**config.mk**
```make
export PLATFORM = sky130hd
export DESIGN_NAME = rpie_rx_port_irq
export DESIGN_NICKNAME = d
export VERILOG_FILES = /design/src/rtl/rpie_pkg.sv /design/src/rtl/rpie_change_det.sv /design/src/rtl/rpie_rx_port_irq.sv
export SDC_FILE = /design/constraint.sdc
export NUM_CORES = 1
export LEC_CHECK = 0
export BUFFER_PORTS_ARGS = -buffer_cell sky130_fd_sc_hd__buf_2
export CORE_MARGIN = 4
export CORE_UTILIZATION = 35
export DETAILED_ROUTE_END_ITERATION = 6
export SLEW_MARGIN = 10
export SYNTH_ARGS = -nofsm -noshare
export SYNTH_HDL_FRONTEND = slang
export SYNTH_SLANG_ARGS = --single-unit
```
**constraint.sdc**
```tcl
create_clock -name clk_sys -period 2.5 [get_ports clk_sys]
set_clock_uncertainty 0.05 [all_clocks]
set_input_delay 0.125 -clock clk_sys [delete_from_list [all_inputs] [get_ports clk_sys]]
set_output_delay 0.125 -clock clk_sys [all_outputs]
set_load 0.05 [all_outputs]
```
**src/rtl/rpie_pkg.sv**
```systemverilog
package rpie_pkg;

   // ----------------------------------------------------------------
   // sizes
   // ----------------------------------------------------------------
   localparam int        NUM_PORTS      = 4;
   localparam int        PORT_IDX_W     = 2;
   localparam int        DDLY_W         = 6;
   localparam int        SYNC_STAGES    = 2;

   // ----------------------------------------------------------------
   // register offsets
   // ----------------------------------------------------------------
   localparam logic [7:0] ADDR_PORT_SEL       = 8'h4C;
   localparam logic [7:0] ADDR_PORT_STS_ONE   = 8'h4D;
   localparam logic [7:0] ADDR_PORT_STS_TWO   = 8'h4E;
   localparam logic [7:0] ADDR_FILTER_STS_ONE = 8'hD7;
   localparam logic [7:0] ADDR_IRQ_EN_HI      = 8'hD8;
   localparam logic [7:0] ADDR_IRQ_EN_LO      = 8'hD9;
   localparam logic [7:0] ADDR_IRQ_PEND_HI    = 8'hDA;
   localparam logic [7:0] ADDR_IRQ_PEND_LO    = 8'hDB;

   // ----------------------------------------------------------------
   // reset values
   // ----------------------------------------------------------------
   localparam logic [7:0] RESET_PORT_SEL      = 8'h01;
   localparam logic [7:0] RESET_IRQ_EN        = 8'h00;
   localparam logic [7:0] RESET_READ_DATA     = 8'h00;

   // ----------------------------------------------------------------
   // port select layout
   // ----------------------------------------------------------------
   localparam int        PSEL_WR_LSB    = 0;
   localparam int        PSEL_RD_LSB    = 4;

   // ----------------------------------------------------------------
   // enable / pending bit positions
   // ----------------------------------------------------------------
   localparam logic [7:0] IRQ_EN_HI_MASK = 8'h07;
   localparam logic [7:0] IRQ_EN_LO_MASK = 8'h77;
   localparam int        BIT_ENC        = 2;
   localparam int        BIT_SEQ        = 1;
   localparam int        BIT_CRC        = 0;
   localparam int        BIT_LEN        = 6;
   localparam int        BIT_CNT        = 5;
   localparam int        BIT_BUF        = 4;
   localparam int        BIT_PAR        = 2;
   localparam int        BIT_VALID      = 1;
   localparam int        BIT_LOCK       = 0;

   // pending bits cleared by reading each port status register
   localparam logic [7:0] STS_ONE_CLR_HI = 8'h03;
   localparam logic [7:0] STS_ONE_CLR_LO = 8'h07;
   localparam logic [7:0] STS_TWO_CLR_HI = 8'h04;
   localparam logic [7:0] STS_TWO_CLR_LO = 8'h70;

   // ----------------------------------------------------------------
   // status register layouts
   // ----------------------------------------------------------------
   localparam int        STS1_LOCK      = 0;
   localparam int        STS1_VALID     = 1;
   localparam int        STS1_PAR       = 2;
   localparam int        STS1_CRC       = 3;
   localparam int        STS1_SEQ       = 4;
   localparam int        STS2_ENC       = 0;
   localparam int        STS2_BUF       = 1;
   localparam int        STS2_CNT       = 2;
   localparam int        STS2_LEN       = 3;
   localparam int        FILTER_FAULT_BIT = 6;

endpackage

```
**src/rtl/rpie_change_det.sv**
```systemverilog
`timescale 1ns/1ps
`default_nettype none

module rpie_change_det
   import rpie_pkg::*;
#(
   parameter int W = NUM_PORTS
) (
   // clock and reset
   input  wire logic         clk_sys,
   input  wire logic         reset,
   // asynchronous levels
   input  wire logic [W-1:0] level_async,
   // synchronised result
   output logic      [W-1:0] level_sync,
   output logic      [W-1:0] changed
);

   logic [W-1:0]             sync_a;
   logic [W-1:0]             sync_b;
   logic [W-1:0]             prev;
   logic [SYNC_STAGES:0]     primed;
   logic [W-1:0]             next_sync_a;
   logic [W-1:0]             next_sync_b;
   logic [W-1:0]             next_prev;
   logic [SYNC_STAGES:0]     next_primed;

   // ----------------------------------------------------------------
   // two-stage synchroniser and edge detect
   // ----------------------------------------------------------------
   always_comb begin
      next_sync_a = level_async;
      next_sync_b = sync_a;
      next_prev   = sync_b;
      next_primed = {primed[SYNC_STAGES-1:0], 1'b1};
   end

   always_ff @(posedge clk_sys) begin
      if (reset) begin
         sync_a <= '0;
         sync_b <= '0;
         prev   <= '0;
         primed <= '0;
      end else begin
         sync_a <= next_sync_a;
         sync_b <= next_sync_b;
         prev   <= next_prev;
         primed <= next_primed;
      end
   end

   // no change reported until the pipe holds real samples
   assign level_sync = sync_b;
   assign changed    = primed[SYNC_STAGES] ? (sync_b ^ prev) : '0;

endmodule

`default_nettype wire

```
**src/rtl/rpie_rx_port_irq.sv**
```systemverilog
// Summary of operation
// - registers banked per port via port select
// - filter fault set on invalid, read clears
// - filter data delay readable, six bits
// - encoding fault interrupts when enabled
// - control channel sequence fault interrupts when enabled
// - control channel checksum fault interrupts when enabled
// - line length change interrupts when enabled
// - line count change interrupts when enabled
// - receive buffer overflow interrupts when enabled
// - parity fault interrupts when enabled
// - port valid change interrupts when enabled
// - lock change interrupts when enabled
// - status register read clears pending events
`timescale 1ns/1ps
`default_nettype none

module rpie_rx_port_irq
   import rpie_pkg::*;
#(
   parameter int NPORT = NUM_PORTS
) (
   // clock and reset
   input  wire logic                  clk_sys,
   input  wire logic                  reset,
   // register access from the control port
   input  wire logic                  reg_wr,
   input  wire logic                  reg_rd,
   input  wire logic [7:0]            reg_addr,
   input  wire logic [7:0]            reg_wdata,
   output logic      [7:0]            reg_rdata,
   output logic                       reg_rvalid,
   // event pulses from the receive ports
   input  wire logic [NPORT-1:0]      link_encoding_fault,
   input  wire logic [NPORT-1:0]      ctrl_chan_sequence_fault,
   input  wire logic [NPORT-1:0]      ctrl_chan_checksum_fault,
   input  wire logic [NPORT-1:0]      line_length_change,
   input  wire logic [NPORT-1:0]      line_count_change,
   input  wire logic [NPORT-1:0]      rx_buffer_fault,
   input  wire logic [NPORT-1:0]      link_parity_fault,
   // asynchronous status levels
   input  wire logic [NPORT-1:0]      rx_lock_level,
   input  wire logic [NPORT-1:0]      port_valid_level,
   // filter measurement
   input  wire logic [NPORT-1:0]      filter_measure_invalid,
   input  wire logic [NPORT*DDLY_W-1:0] filter_data_delay_value,
   // interrupt request
   output logic                       irq
);

   logic [7:0]                        port_sel;
   logic [NPORT-1:0][7:0]             irq_en_hi;
   logic [NPORT-1:0][7:0]             irq_en_lo;
   logic [NPORT-1:0][7:0]             pend_hi;
   logic [NPORT-1:0][7:0]             pend_lo;
   logic [NPORT-1:0]                  filter_measure_fault;
   logic [7:0]                        next_port_sel;
   logic [NPORT-1:0][7:0]             next_irq_en_hi;
   logic [NPORT-1:0][7:0]             next_irq_en_lo;
   logic [NPORT-1:0][7:0]             next_pend_hi;
   logic [NPORT-1:0][7:0]             next_pend_lo;
   logic [NPORT-1:0]                  next_filter_measure_fault;
   logic [7:0]                        next_reg_rdata;
   logic                              next_reg_rvalid;
   logic                              next_irq;
   logic [NPORT-1:0]                  lock_change;
   logic [NPORT-1:0]                  valid_change;
   logic [PORT_IDX_W-1:0]             rd_port;
   logic [NPORT-1:0]                  wr_sel;
   logic [NPORT-1:0]                  rd_sel;

   // ----------------------------------------------------------------
   // lock and port valid change detection
   // ----------------------------------------------------------------
   rpie_change_det #(.W(NPORT)) u_lock_det (
      .clk_sys     (clk_sys),
      .reset       (reset),
      .level_async (rx_lock_level),
      .level_sync  (),
      .changed     (lock_change)
   );

   rpie_change_det #(.W(NPORT)) u_valid_det (
      .clk_sys     (clk_sys),
      .reset       (reset),
      .level_async (port_valid_level),
      .level_sync  (),
      .changed     (valid_change)
   );

   // ----------------------------------------------------------------
   // helpers
   // ----------------------------------------------------------------
   function automatic logic [7:0] pack_sts_one(input logic [7:0] hi, input logic [7:0] lo);
      logic [7:0] v;
      v            = 8'h00;
      v[STS1_LOCK]  = lo[BIT_LOCK];
      v[STS1_VALID] = lo[BIT_VALID];
      v[STS1_PAR]   = lo[BIT_PAR];
      v[STS1_CRC]   = hi[BIT_CRC];
      v[STS1_SEQ]   = hi[BIT_SEQ];
      return v;
   endfunction

   function automatic logic [7:0] pack_sts_two(input logic [7:0] hi, input logic [7:0] lo);
      logic [7:0] v;
      v           = 8'h00;
      v[STS2_ENC] = hi[BIT_ENC];
      v[STS2_BUF] = lo[BIT_BUF];
      v[STS2_CNT] = lo[BIT_CNT];
      v[STS2_LEN] = lo[BIT_LEN];
      return v;
   endfunction

   // port select decode
   always_comb begin
      rd_port = port_sel[PSEL_RD_LSB +: PORT_IDX_W];
      for (int p = 0; p < NPORT; p++) begin
         wr_sel[p] = port_sel[PSEL_WR_LSB + p];
         rd_sel[p] = (rd_port == PORT_IDX_W'(p));
      end
   end

   // ----------------------------------------------------------------
   // register file and event flags
   // ----------------------------------------------------------------
   always_comb begin
      logic [7:0] ev_hi;
      logic [7:0] ev_lo;
      logic [7:0] clr_hi;
      logic [7:0] clr_lo;
      logic       any;
      ev_hi = 8'h00;
      ev_lo = 8'h00;
      clr_hi = 8'h00;
      clr_lo = 8'h00;
      any = 1'b0;
      next_port_sel = port_sel;
      if (reg_wr && reg_addr == ADDR_PORT_SEL) begin
         next_port_sel = reg_wdata;
      end
      for (int p = 0; p < NPORT; p++) begin
         next_irq_en_hi[p] = irq_en_hi[p];
         next_irq_en_lo[p] = irq_en_lo[p];
         if (reg_wr && wr_sel[p] && reg_addr == ADDR_IRQ_EN_HI) begin
            next_irq_en_hi[p] = reg_wdata & IRQ_EN_HI_MASK;
         end
         if (reg_wr && wr_sel[p] && reg_addr == ADDR_IRQ_EN_LO) begin
            next_irq_en_lo[p] = reg_wdata & IRQ_EN_LO_MASK;
         end
         ev_hi = 8'h00;
         ev_lo = 8'h00;
         ev_hi[BIT_ENC]   = link_encoding_fault[p];
         ev_hi[BIT_SEQ]   = ctrl_chan_sequence_fault[p];
         ev_hi[BIT_CRC]   = ctrl_chan_checksum_fault[p];
         ev_lo[BIT_LEN]   = line_length_change[p];
         ev_lo[BIT_CNT]   = line_count_change[p];
         ev_lo[BIT_BUF]   = rx_buffer_fault[p];
         ev_lo[BIT_PAR]   = link_parity_fault[p];
         ev_lo[BIT_VALID] = valid_change[p];
         ev_lo[BIT_LOCK]  = lock_change[p];
         clr_hi = 8'h00;
         clr_lo = 8'h00;
         if (reg_rd && rd_sel[p] && reg_addr == ADDR_PORT_STS_ONE) begin
            clr_hi = STS_ONE_CLR_HI;
            clr_lo = STS_ONE_CLR_LO;
         end
         if (reg_rd && rd_sel[p] && reg_addr == ADDR_PORT_STS_TWO) begin
            clr_hi = STS_TWO_CLR_HI;
            clr_lo = STS_TWO_CLR_LO;
         end
         // a new event outranks a clear in the same cycle
         next_pend_hi[p] = (pend_hi[p] & ~clr_hi) | ev_hi;
         next_pend_lo[p] = (pend_lo[p] & ~clr_lo) | ev_lo;
         next_filter_measure_fault[p] = filter_measure_invalid[p] |
            (filter_measure_fault[p] & ~(reg_rd && rd_sel[p] && reg_addr == ADDR_FILTER_STS_ONE));
         any = any | (|((pend_hi[p] & irq_en_hi[p]) | (pend_lo[p] & irq_en_lo[p])));
      end
      next_irq = any;
   end

   // ----------------------------------------------------------------
   // read path
   // ----------------------------------------------------------------
   always_comb begin
      next_reg_rvalid = reg_rd;
      next_reg_rdata  = reg_rdata;
      if (reg_rd) begin
         unique case (reg_addr)
            ADDR_PORT_SEL:       next_reg_rdata = port_sel;
            ADDR_PORT_STS_ONE:   next_reg_rdata = pack_sts_one(pend_hi[rd_port], pend_lo[rd_port]);
            ADDR_PORT_STS_TWO:   next_reg_rdata = pack_sts_two(pend_hi[rd_port], pend_lo[rd_port]);
            ADDR_FILTER_STS_ONE: next_reg_rdata = {1'b0, filter_measure_fault[rd_port],
                                                   filter_data_delay_value[rd_port*DDLY_W +: DDLY_W]};
            ADDR_IRQ_EN_HI:      next_reg_rdata = irq_en_hi[rd_port];
            ADDR_IRQ_EN_LO:      next_reg_rdata = irq_en_lo[rd_port];
            ADDR_IRQ_PEND_HI:    next_reg_rdata = pend_hi[rd_port] & irq_en_hi[rd_port];
            ADDR_IRQ_PEND_LO:    next_reg_rdata = pend_lo[rd_port] & irq_en_lo[rd_port];
            default:             next_reg_rdata = 8'h00;
         endcase
      end
   end

   always_ff @(posedge clk_sys) begin
      if (reset) begin
         port_sel             <= RESET_PORT_SEL;
         irq_en_hi            <= '0;
         irq_en_lo            <= '0;
         pend_hi              <= '0;
         pend_lo              <= '0;
         filter_measure_fault <= '0;
         reg_rdata            <= RESET_READ_DATA;
         reg_rvalid           <= 1'b0;
         irq                  <= 1'b0;
      end else begin
         port_sel             <= next_port_sel;
         irq_en_hi            <= next_irq_en_hi;
         irq_en_lo            <= next_irq_en_lo;
         pend_hi              <= next_pend_hi;
         pend_lo              <= next_pend_lo;
         filter_measure_fault <= next_filter_measure_fault;
         reg_rdata            <= next_reg_rdata;
         reg_rvalid           <= next_reg_rvalid;
         irq                  <= next_irq;
      end
   end

   // ----------------------------------------------------------------
   // checks
   // ----------------------------------------------------------------
   logic all_en_zero;
   always_comb begin
      all_en_zero = 1'b1;
      for (int p = 0; p < NPORT; p++) begin
         all_en_zero = all_en_zero & ~(|irq_en_hi[p]) & ~(|irq_en_lo[p]);
      end
   end

   for (genvar g = 0; g < NPORT; g++) begin : g_chk

   end
endmodule

`default_nettype wire

```
# Word level (Yosys, flattened, before mapping)
# Index checks and enable logic that the tools add are counted.
# totals
register_bits,152
inputBits,84
output_inout_bits,10
word_cells,165
# classes
magnitude_cmp,1
n_mux,31
eq_ne,11
n_reduce_logical,34
multipliers,1
bitwise_logic,55
n_shift,1
# ops
cell,count
$mux W8,12
$and A8 B8 Y8,10
$bmux W8 S2,4
$not A8 Y8,8
$pmux W8 S8,1
$eq A8 B8 Y1 const B,5
$and A8 B3 Y8,4
$and A8 B7 Y8,4
$or A8 B3 Y8,4
$or A8 B7 Y8,4
$or A8 B8 Y8,4
$reduce_or A8 Y1,4
$logic_and A1 B1 Y1,29
$eq A8 B7 Y1 const B,3
$shiftx A24 B6 Y6,1
$mux W3,4
$mux W2,4
$mux W4,2
$xor A4 B4 Y4,2
$or A1 B1 Y1,7
$and A1 B1 Y1,4
$eq A2 B2 Y1 const B,2
$mul A2 B2 Y4 const B,1
$not A1 Y1,4
other kinds (5),7

# Depth between registers and ports, before layout
# Gate-level depths: netlist (run 1).
# logic_depth
ltp_word,8
depth_mapped,8
depth_no_buf,5

# Modules after synthesis
# Synthesis (run 1) repeated with hierarchy kept, for this count alone.
# hier_totals
hier_cells,519
area_unflattened_um2,5532.8
# by_module_without_submodules
module,area_each_um2,seq_area_each_um2,cells_each,instances
rpie_rx_port_irq,4549.4,1881.8,441,1
rpie_change_det,491.7,300.3,39,2

# Least setup slack after synthesis (run 1)
# OpenSTA, ideal clock, no wires.
# synth_timing
kind,flip-flop to flip-flop
startpoint,reg port_sel[4]
endpoint,reg reg_rdata[2]
path_slack_ns,0.713
arrival_time_ns,1.615
setup_time_ns,0.122
n_path_buf,2
stages_incl_launch_ff,7
path_cell_list,dfxtp_1 -> buf_6 -> buf_12 -> mux4_2 -> a22oi_1 -> o211ai_1 -> o311a_1
# synth_between
elab_chain_cells,4
# synth_lines
element,line,rtl
start: declaration,rpie_rx_port_irq.sv:51,logic [7:0] port_sel;
start signal: assignment,rpie_rx_port_irq.sv:216,port_sel <= next_port_sel;
"parallel branches: the longest is 3 deep, another holds $mul A2 B2 Y4",--,
$pmux W8 S8 *,rpie_rx_port_irq.sv:189,unique case (reg_addr)
end signal: assignment,rpie_rx_port_irq.sv:222,reg_rdata <= next_reg_rdata;
end: declaration,rpie_rx_port_irq.sv:31,"output logic [7:0] reg_rdata,"
# Every way passes the cells marked *. The select of a mux whose other input is x is not followed.
# A chain may end at the register's enable or synchronous reset.

# Worst setup path after layout (run 1)
# Same ends and word-level chain as after synthesis.

==> impl_metrics.toml, run 1 <==
[run_status]
status = "finished, final reports clean"

[logic_synthesis]
yosysUniqueCellTypes = 47
synth-async-reset-ratio_pct = 0
synthFlopType = "dfxtp_1"
ys_top_cells_by_area = "dfxtp_1 (46%), a21oi_1 (7.5%), mux4_2 (6.4%)"
syn_area_per_cell_sq_um = 9.36
synth_most_common_cell = "dfxtp_1"
ys_seq_area_share_pct = 45.7
synth_top_area_share_pct = 45.7
synth.cell_area_sq_um = 5300
synth_nets = 650
ys_top_cells_by_count = "dfxtp_1 (121), nand2_1 (82), a21oi_1 (79)"
yosys_warnings = 0
yosys.area.top_type = "dfxtp_1"
netlist_instances = 566
synth_edf_count = 0
yosys_register_bits = 121

[clock_network]
cts_tree = "done"
path_clk_slew_ns = 0.06
clock-sinks = 121
clkLatencyLatePin_ns = 0.42
cts.path.max_buffers = 2
cts_made_buffers = 17
htreeDepth = 4
post_cts_buffers = 0
cts_root_buf = "clkbuf_16"

[detailed_routing]
route.met3.wl_mm = 1.21
drtIter0Drc = 402
wl_met2_mm = 8.23
wl_met1_mm = 6.86
drc = 0
wire_per_inst_um = 19.0
vias = 4903
firstDrtPassIters = 5
wl_mm = 17.0
ant_nets = 0
top_layer = "met4"
vias_per_cell = 5.47

[sta]
fin_crit_sh_pct = 80.7
hold_viol = 0
worst_pin_slew_ns = 0.728
relSlewSlack_pct = 51.0
setup-tns-final_ns = 0
drv_slew = 0
fmax_ghz = 0.496
finalSetupViolCount = 0
rsz0062_at_grt = "no"
layout_min_cycle_time_ns = 2.02

[global_routing]
grt_max_degree = 83
grt_pass1_vias = 4754
antenna_found_initial = 0
grt_overflow = 0
grt_use_total_pct = 20.2
grt_pass1_wl_mm = 25.9

[finish]
final_layout_size_suffix_gt1_share_pct = 22.7
final_area_sq_um = 7020
fillers = 1394
layout-area-overhead-vs-synth_pct = 32.7
instances_no_fill = 897
nNetsFinal = 784
n_antenna_cell = 0

[setup_path]
path_cells = "mux4_2 -> a22oi_1 -> o211ai_1 -> o311a_1"
startpoint_type = "flop"
slowest_delay_ns = 0.61
cp_data_arrival_time_ns = 2.28
rrSetupSlack_ns = 0.48
reg2regPathDepth = 4
slowest_stage = "dfxtp_4"
worstSetupPathType = "reg -> reg"
crit_fanout = 24
endpoint_kind = "flop"
required_ns = 2.76

[place]
place_hpwl_mm = 12.0
io_buffers = 93
gp_congestion = 0.927
postPlaceCellArea_sq_um = 5920
dp_cells = 817

[worst_hold_path]
holdPathStages = 3
hold_path.class = "in -> reg"

[floorplanning]
die_area_sq_um = 17200
row_count = 44
ios = 94
core_sq_um = 14700
start_util_pct = 36.0
die_x_um = 131
die_h_um = 131

[flow_run]
cap_violations = 0

[power_and_ir_drop]
power.density_nw_per_um2 = 701
power_mw = 4.92
leakage_nw = 2.71
vdd_drop_max_mv = 0.520
[cells by family after synthesis]
family                 Yosys count  share of synthesized area, %
XOR/XNOR                         8                          1.32
AND/OR/NAND/NOR                230                          20.9
buffers and inverters           43                          3.99
multiplexers                    31                          12.5
AO/OA/AOI/OAI                  133                          15.5
flip-flops                     121                          45.7
[area by class of cell]
cell class                      count  area [sq um]  share of cell area (%)
Clock inverter                     14           185                    2.64
Tap cell                          184           230                    3.28
Sequential cell                   121          2430                    34.5
Multi-Input combinational cell    402          2660                    37.9
Timing Repair Buffer              153          1060                    15.1
Inverter                            5          18.8                   0.267
Clock buffer                       18           439                    6.25
[where the power goes]
group / internal (mW) / leakage, nW / switching, mW
Clock: 1.62 / 0.308 / 0.951
Combinational: 0.166 / 1.41 / 0.145
Sequential: 1.99 / 0.992 / 0.0551
[path summary, 6_finish.rpt]
check                                         from                              endpoint
max                       port_sel[4]$_SDFFE_PP0P_             reg_rdata[2]$_SDFFE_PP0P_
max reg2reg               port_sel[4]$_SDFFE_PP0P_             reg_rdata[2]$_SDFFE_PP0P_
min                                         reg_rd             reg_rdata[7]$_SDFFE_PP0P_
min reg2reg  u_valid_det.next_sync_b[1]$_SDFF_PP0_  u_valid_det.level_sync[1]$_SDFF_PP0_
[layer usage]
layer  vias to the layer above  GRT usage (%)
met5                         -              0
met4                         0           10.8
met3                        51           5.49
met2                       217           33.2
met1                      2318           24.2
li1                       2317              -
[cells in the final DEF, fill, tap and decap left out, drive strengths merged, types with 8 or more instances in the layout]
master,synthesis,final
inv,4,9
nand2b,8,8
nand2,82,82
a22oi,24,24
xor2,8,8
dfxtp,121,121
dlygate4sd3,0,48
mux4,25,25
clkbuf,22,18
nor2,48,48
nor2b,26,26
buf,16,105
nand3,46,46
a21oi,79,79
[per-stage QoR]
stage | hold slack [ns] | utilization, % | worst slack (ns)
final | 0.0352 | 47.8 | 0.484
after floorplan | 0.192 | - | 0.713
after detailed placement | 0.288 | 40.3 | 0.209
after global placement | 0.281 | 40.3 | 0.278
after CTS | 0.0211 | 47.8 | 0.208
after global routing | 0.0657 | 47.8 | 0.281
[timing repair]
| item | 4_1_cts | 5_1_grt |
|---|---|---|
| gates resized for setup | 0 | 1 |
| endpoints found under the hold margin | 66 | 0 |
| hold buffers | 48 | 0 |
| setup endpoints to repair | 0 | 1 |
[flip-flops by register name (all words and copies together) (netlist names)]
name and cells:
irq_en_hi 12, u_lock_det.prev 4, irq 1, u_valid_det.level_sync 4, u_lock_det.level_sync 4, reg_rdata 8, port_sel 8, irq_en_lo 24
u_lock_det.next_sync_b 4, u_lock_det.primed 2, pend_hi 12, reg_rvalid 1, u_valid_det.prev 4, u_valid_det.primed 1, u_valid_det.next_sync_b 4, filter_measure_fault 4
pend_lo 24
[worst max-delay path, delay by kind of cell, from the launching register on]
kind | cells | cell delay, ns
mux | 1 | 0.60
flops | 1 | 0.61
compound gates | 3 | 0.64
(Power assumes the default switching activity.)
==> run 2: changes to the inputs <==
- ABC_AREA: not set -> 1
- clock period: 2.5 -> 1.8 ns (I/O delays scaled with it)
==> run 2 against run 1 <==
Hold slack improved by 0.028 ns. Synthesized area increased by 5.2%. Flip-flop and latch count unchanged. Final area increased by 4.9%. Largest power group unchanged. Worst setup slack got worse by 0.38 ns. Cell count increased by 32%. Register-to-register slack got worse by 0.38 ns. Die area increased by 4.8%. Critical endpoint is now pend_hi[0]$_SDFF_PP0_.
==> impl_metrics.toml, run 2 <==
[floorplanning]
die_x_um = 134
die_area_sq_um = 18000
start_util_pct = 36.2
row_count = 45
ios = 94
core_sq_um = 15400
die_h_um = 134

[sta]
worst_pin_slew_ns = 0.613
drv_slew = 0
fin_crit_sh_pct = 94.4
setup-tns-final_ns = 0
fmax_ghz = 0.588
layout_min_cycle_time_ns = 1.70
relSlewSlack_pct = 59.1
hold_viol = 0
rsz0062_at_grt = "no"
finalSetupViolCount = 0

[power_and_ir_drop]
pwr-share-clk_pct = 50.5
p_int_mw = 5.16
seq_power_share_pct = 42.5
leakage_nw = 3.37
p_sw_mw = 1.51
sw_frac_of_total_pct = 22.7
comb_power_share_pct = 7.0
vdd_drop_max_mv = 0.669
power.density_nw_per_um2 = 905

[detailed_routing]
vias = 5692
wire_per_inst_um = 16.0
firstDrtPassIters = 5
ant_nets = 0
vias_per_cell = 4.79
wl_mm = 19.0
drtIter0Drc = 476
drc = 0

[setup_path]
slowest_stage = "dfxtp_1"
required_ns = 2.04
startpoint_type = "flop"
path_buf_inv = 3
path_cells = "buf_4 -> nor2_4 -> buf_4 -> nand2_1 -> inv_1 -> nand2_1 -> a21oi_1 -> nor2_1"
endpoint_kind = "flop"
crit_fanout = 8
worstSetupPathType = "reg -> reg"
cp_data_arrival_time_ns = 1.94
path_delay_family = "simple AND/OR/NAND/NOR gates"
slowest_delay_ns = 0.34

[finish]
reg_top3 = "irq_en_lo (24), pend_lo (24)"
mostFrequentLayoutCells = "nand2_1 (304), dfxtp_1 (121), buf_2 (93)"
final_layout_size_suffix_gt1_share_pct = 17.7
instances_no_fill = 1188
mostFrequentLayoutCell = "nand2_1"
layout-area-overhead-vs-synth_pct = 32.3
nNetsFinal = 1049
n_antenna_cell = 0
fillers = 1564

[logic_synthesis]
yosys_register_bits = 121
syn_area_per_cell_sq_um = 6.85
synth_most_common_cell = "nand2_1"
ys_top_cells_by_area = "dfxtp_1 (44%), nand2_1 (20%), a21oi_1 (8.2%)"
synth_edf_count = 0
synth-async-reset-ratio_pct = 0
synth_top_area_share_pct = 43.5
netlist_instances = 813
synth_nets = 897
yosysUniqueCellTypes = 33
yosys.area.top_type = "dfxtp_1"
ys_seq_area_share_pct = 43.5
ys_top_cells_by_count = "nand2_1 (304), dfxtp_1 (121), a21oi_1 (91)"
synth.cell_area_sq_um = 5570
yosys_warnings = 0
synthFlopType = "dfxtp_1"

[place]
io_buffers = 93
dp_cells = 1108
gp_congestion = 0.975
place_hpwl_mm = 13.9

[global_routing]
grt_pass1_wl_mm = 29.7
grt_use_total_pct = 21.4
grt_pass1_vias = 5494
grt_overflow = 0
grt_max_degree = 100
antenna_found_initial = 0

[worst_hold_path]
hold_path.class = "in -> reg"

[clock_network]
path_clk_slew_ns = 0.06
htreeDepth = 4
clkLatencyLatePin_ns = 0.42
post_cts_buffers = 0
cts_tree = "done"
cts-resized-gates = 0
cts_root_buf = "clkbuf_16"
clock-sinks = 121
hold_buffers = 49
cts_made_buffers = 17
cts.path.max_buffers = 2

[run_status]
status = "finished, final reports clean"

[flow_run]
cap_violations = 0
[run 2: worst reg2reg max path, stage by stage, from the launching register on]
cell and delay [ns]:
dfxtp_1 0.34, buf_4 0.18, nor2_4 0.10, buf_4 0.17, nand2_1 0.11, inv_1 0.09
nand2_1 0.25, a21oi_1 0.23, nor2_1 0.05
[run 2: final timing paths]
kind	start	end	slack (ns)	cells after the start
hold reg to reg	u_lock_det.primed[1]$_SDFF_PP0_	u_lock_det.primed[2]$_SDFF_PP0_	0.35	2
setup / recovery	port_sel[4]$_SDFFE_PP0P_	pend_hi[0]$_SDFF_PP0_	0.10	8
hold / removal	filter_data_delay_value[9]	reg_rdata[3]$_SDFFE_PP0P_	0.06	5
setup reg to reg	port_sel[4]$_SDFFE_PP0P_	pend_hi[0]$_SDFF_PP0_	0.10	8
[run 2: metrics by stage]
| step | total power [mW] | utilization, % | setup slack, ns | cell area, sq um | hold WS, ns |
|---|---|---|---|---|---|
| 2_1_floorplan | 3.08 | - | 0.424 | 5570 | 0.147 |
| 3_5_place_dp | 3.27 | 41.0 | 0.130 | 6290 | 0.248 |
| 6_report | 6.67 | 47.9 | 0.100 | 7370 | 0.0633 |
| 4_1_cts | 6.73 | 47.9 | 0.132 | 7370 | 0.0416 |
| 3_3_place_gp | 3.27 | 41.0 | 0.124 | 6290 | 0.239 |
| 5_1_grt | 6.91 | 47.9 | 0.00336 | 7370 | 0.114 |
[run 2: power by group through the flow]
stage	logic [mW]	clock network [mW]	registers [mW]
floorplan	0.209	0	2.87
global placement	0.382	0	2.89
detailed placement	0.383	0	2.89
CTS	0.467	3.43	2.83
global route	0.528	3.54	2.84
finish	0.470	3.37	2.83
[run 2: cell families after synthesis]
kind of cell,synth area share (%)
AND/OR/NAND/NOR,34.1
flip-flops,43.5
XOR/XNOR,1.26
buffers and inverters,8.43
AO/OA/AOI/OAI,12.7
[run 2: cell type report]
type | count | area, sq um | share of cell area [%]
inverter | 66 | 254 | 3.45
timing repair buffer | 167 | 1170 | 15.9
multi-input combinational | 592 | 2680 | 36.3
clock buffer | 24 | 492 | 6.67
clock inverter | 7 | 91.3 | 1.24
sequential | 121 | 2420 | 32.9
tap | 211 | 264 | 3.58
[run 2: routing by layer]
layer	wire length, um	share of wire (%)	global-route usage [%]
met5	0	0	0
met4	838	4.4	11.5
met3	1210	6.4	4.80
met2	8750	46	34.4
met1	8230	43	26.8
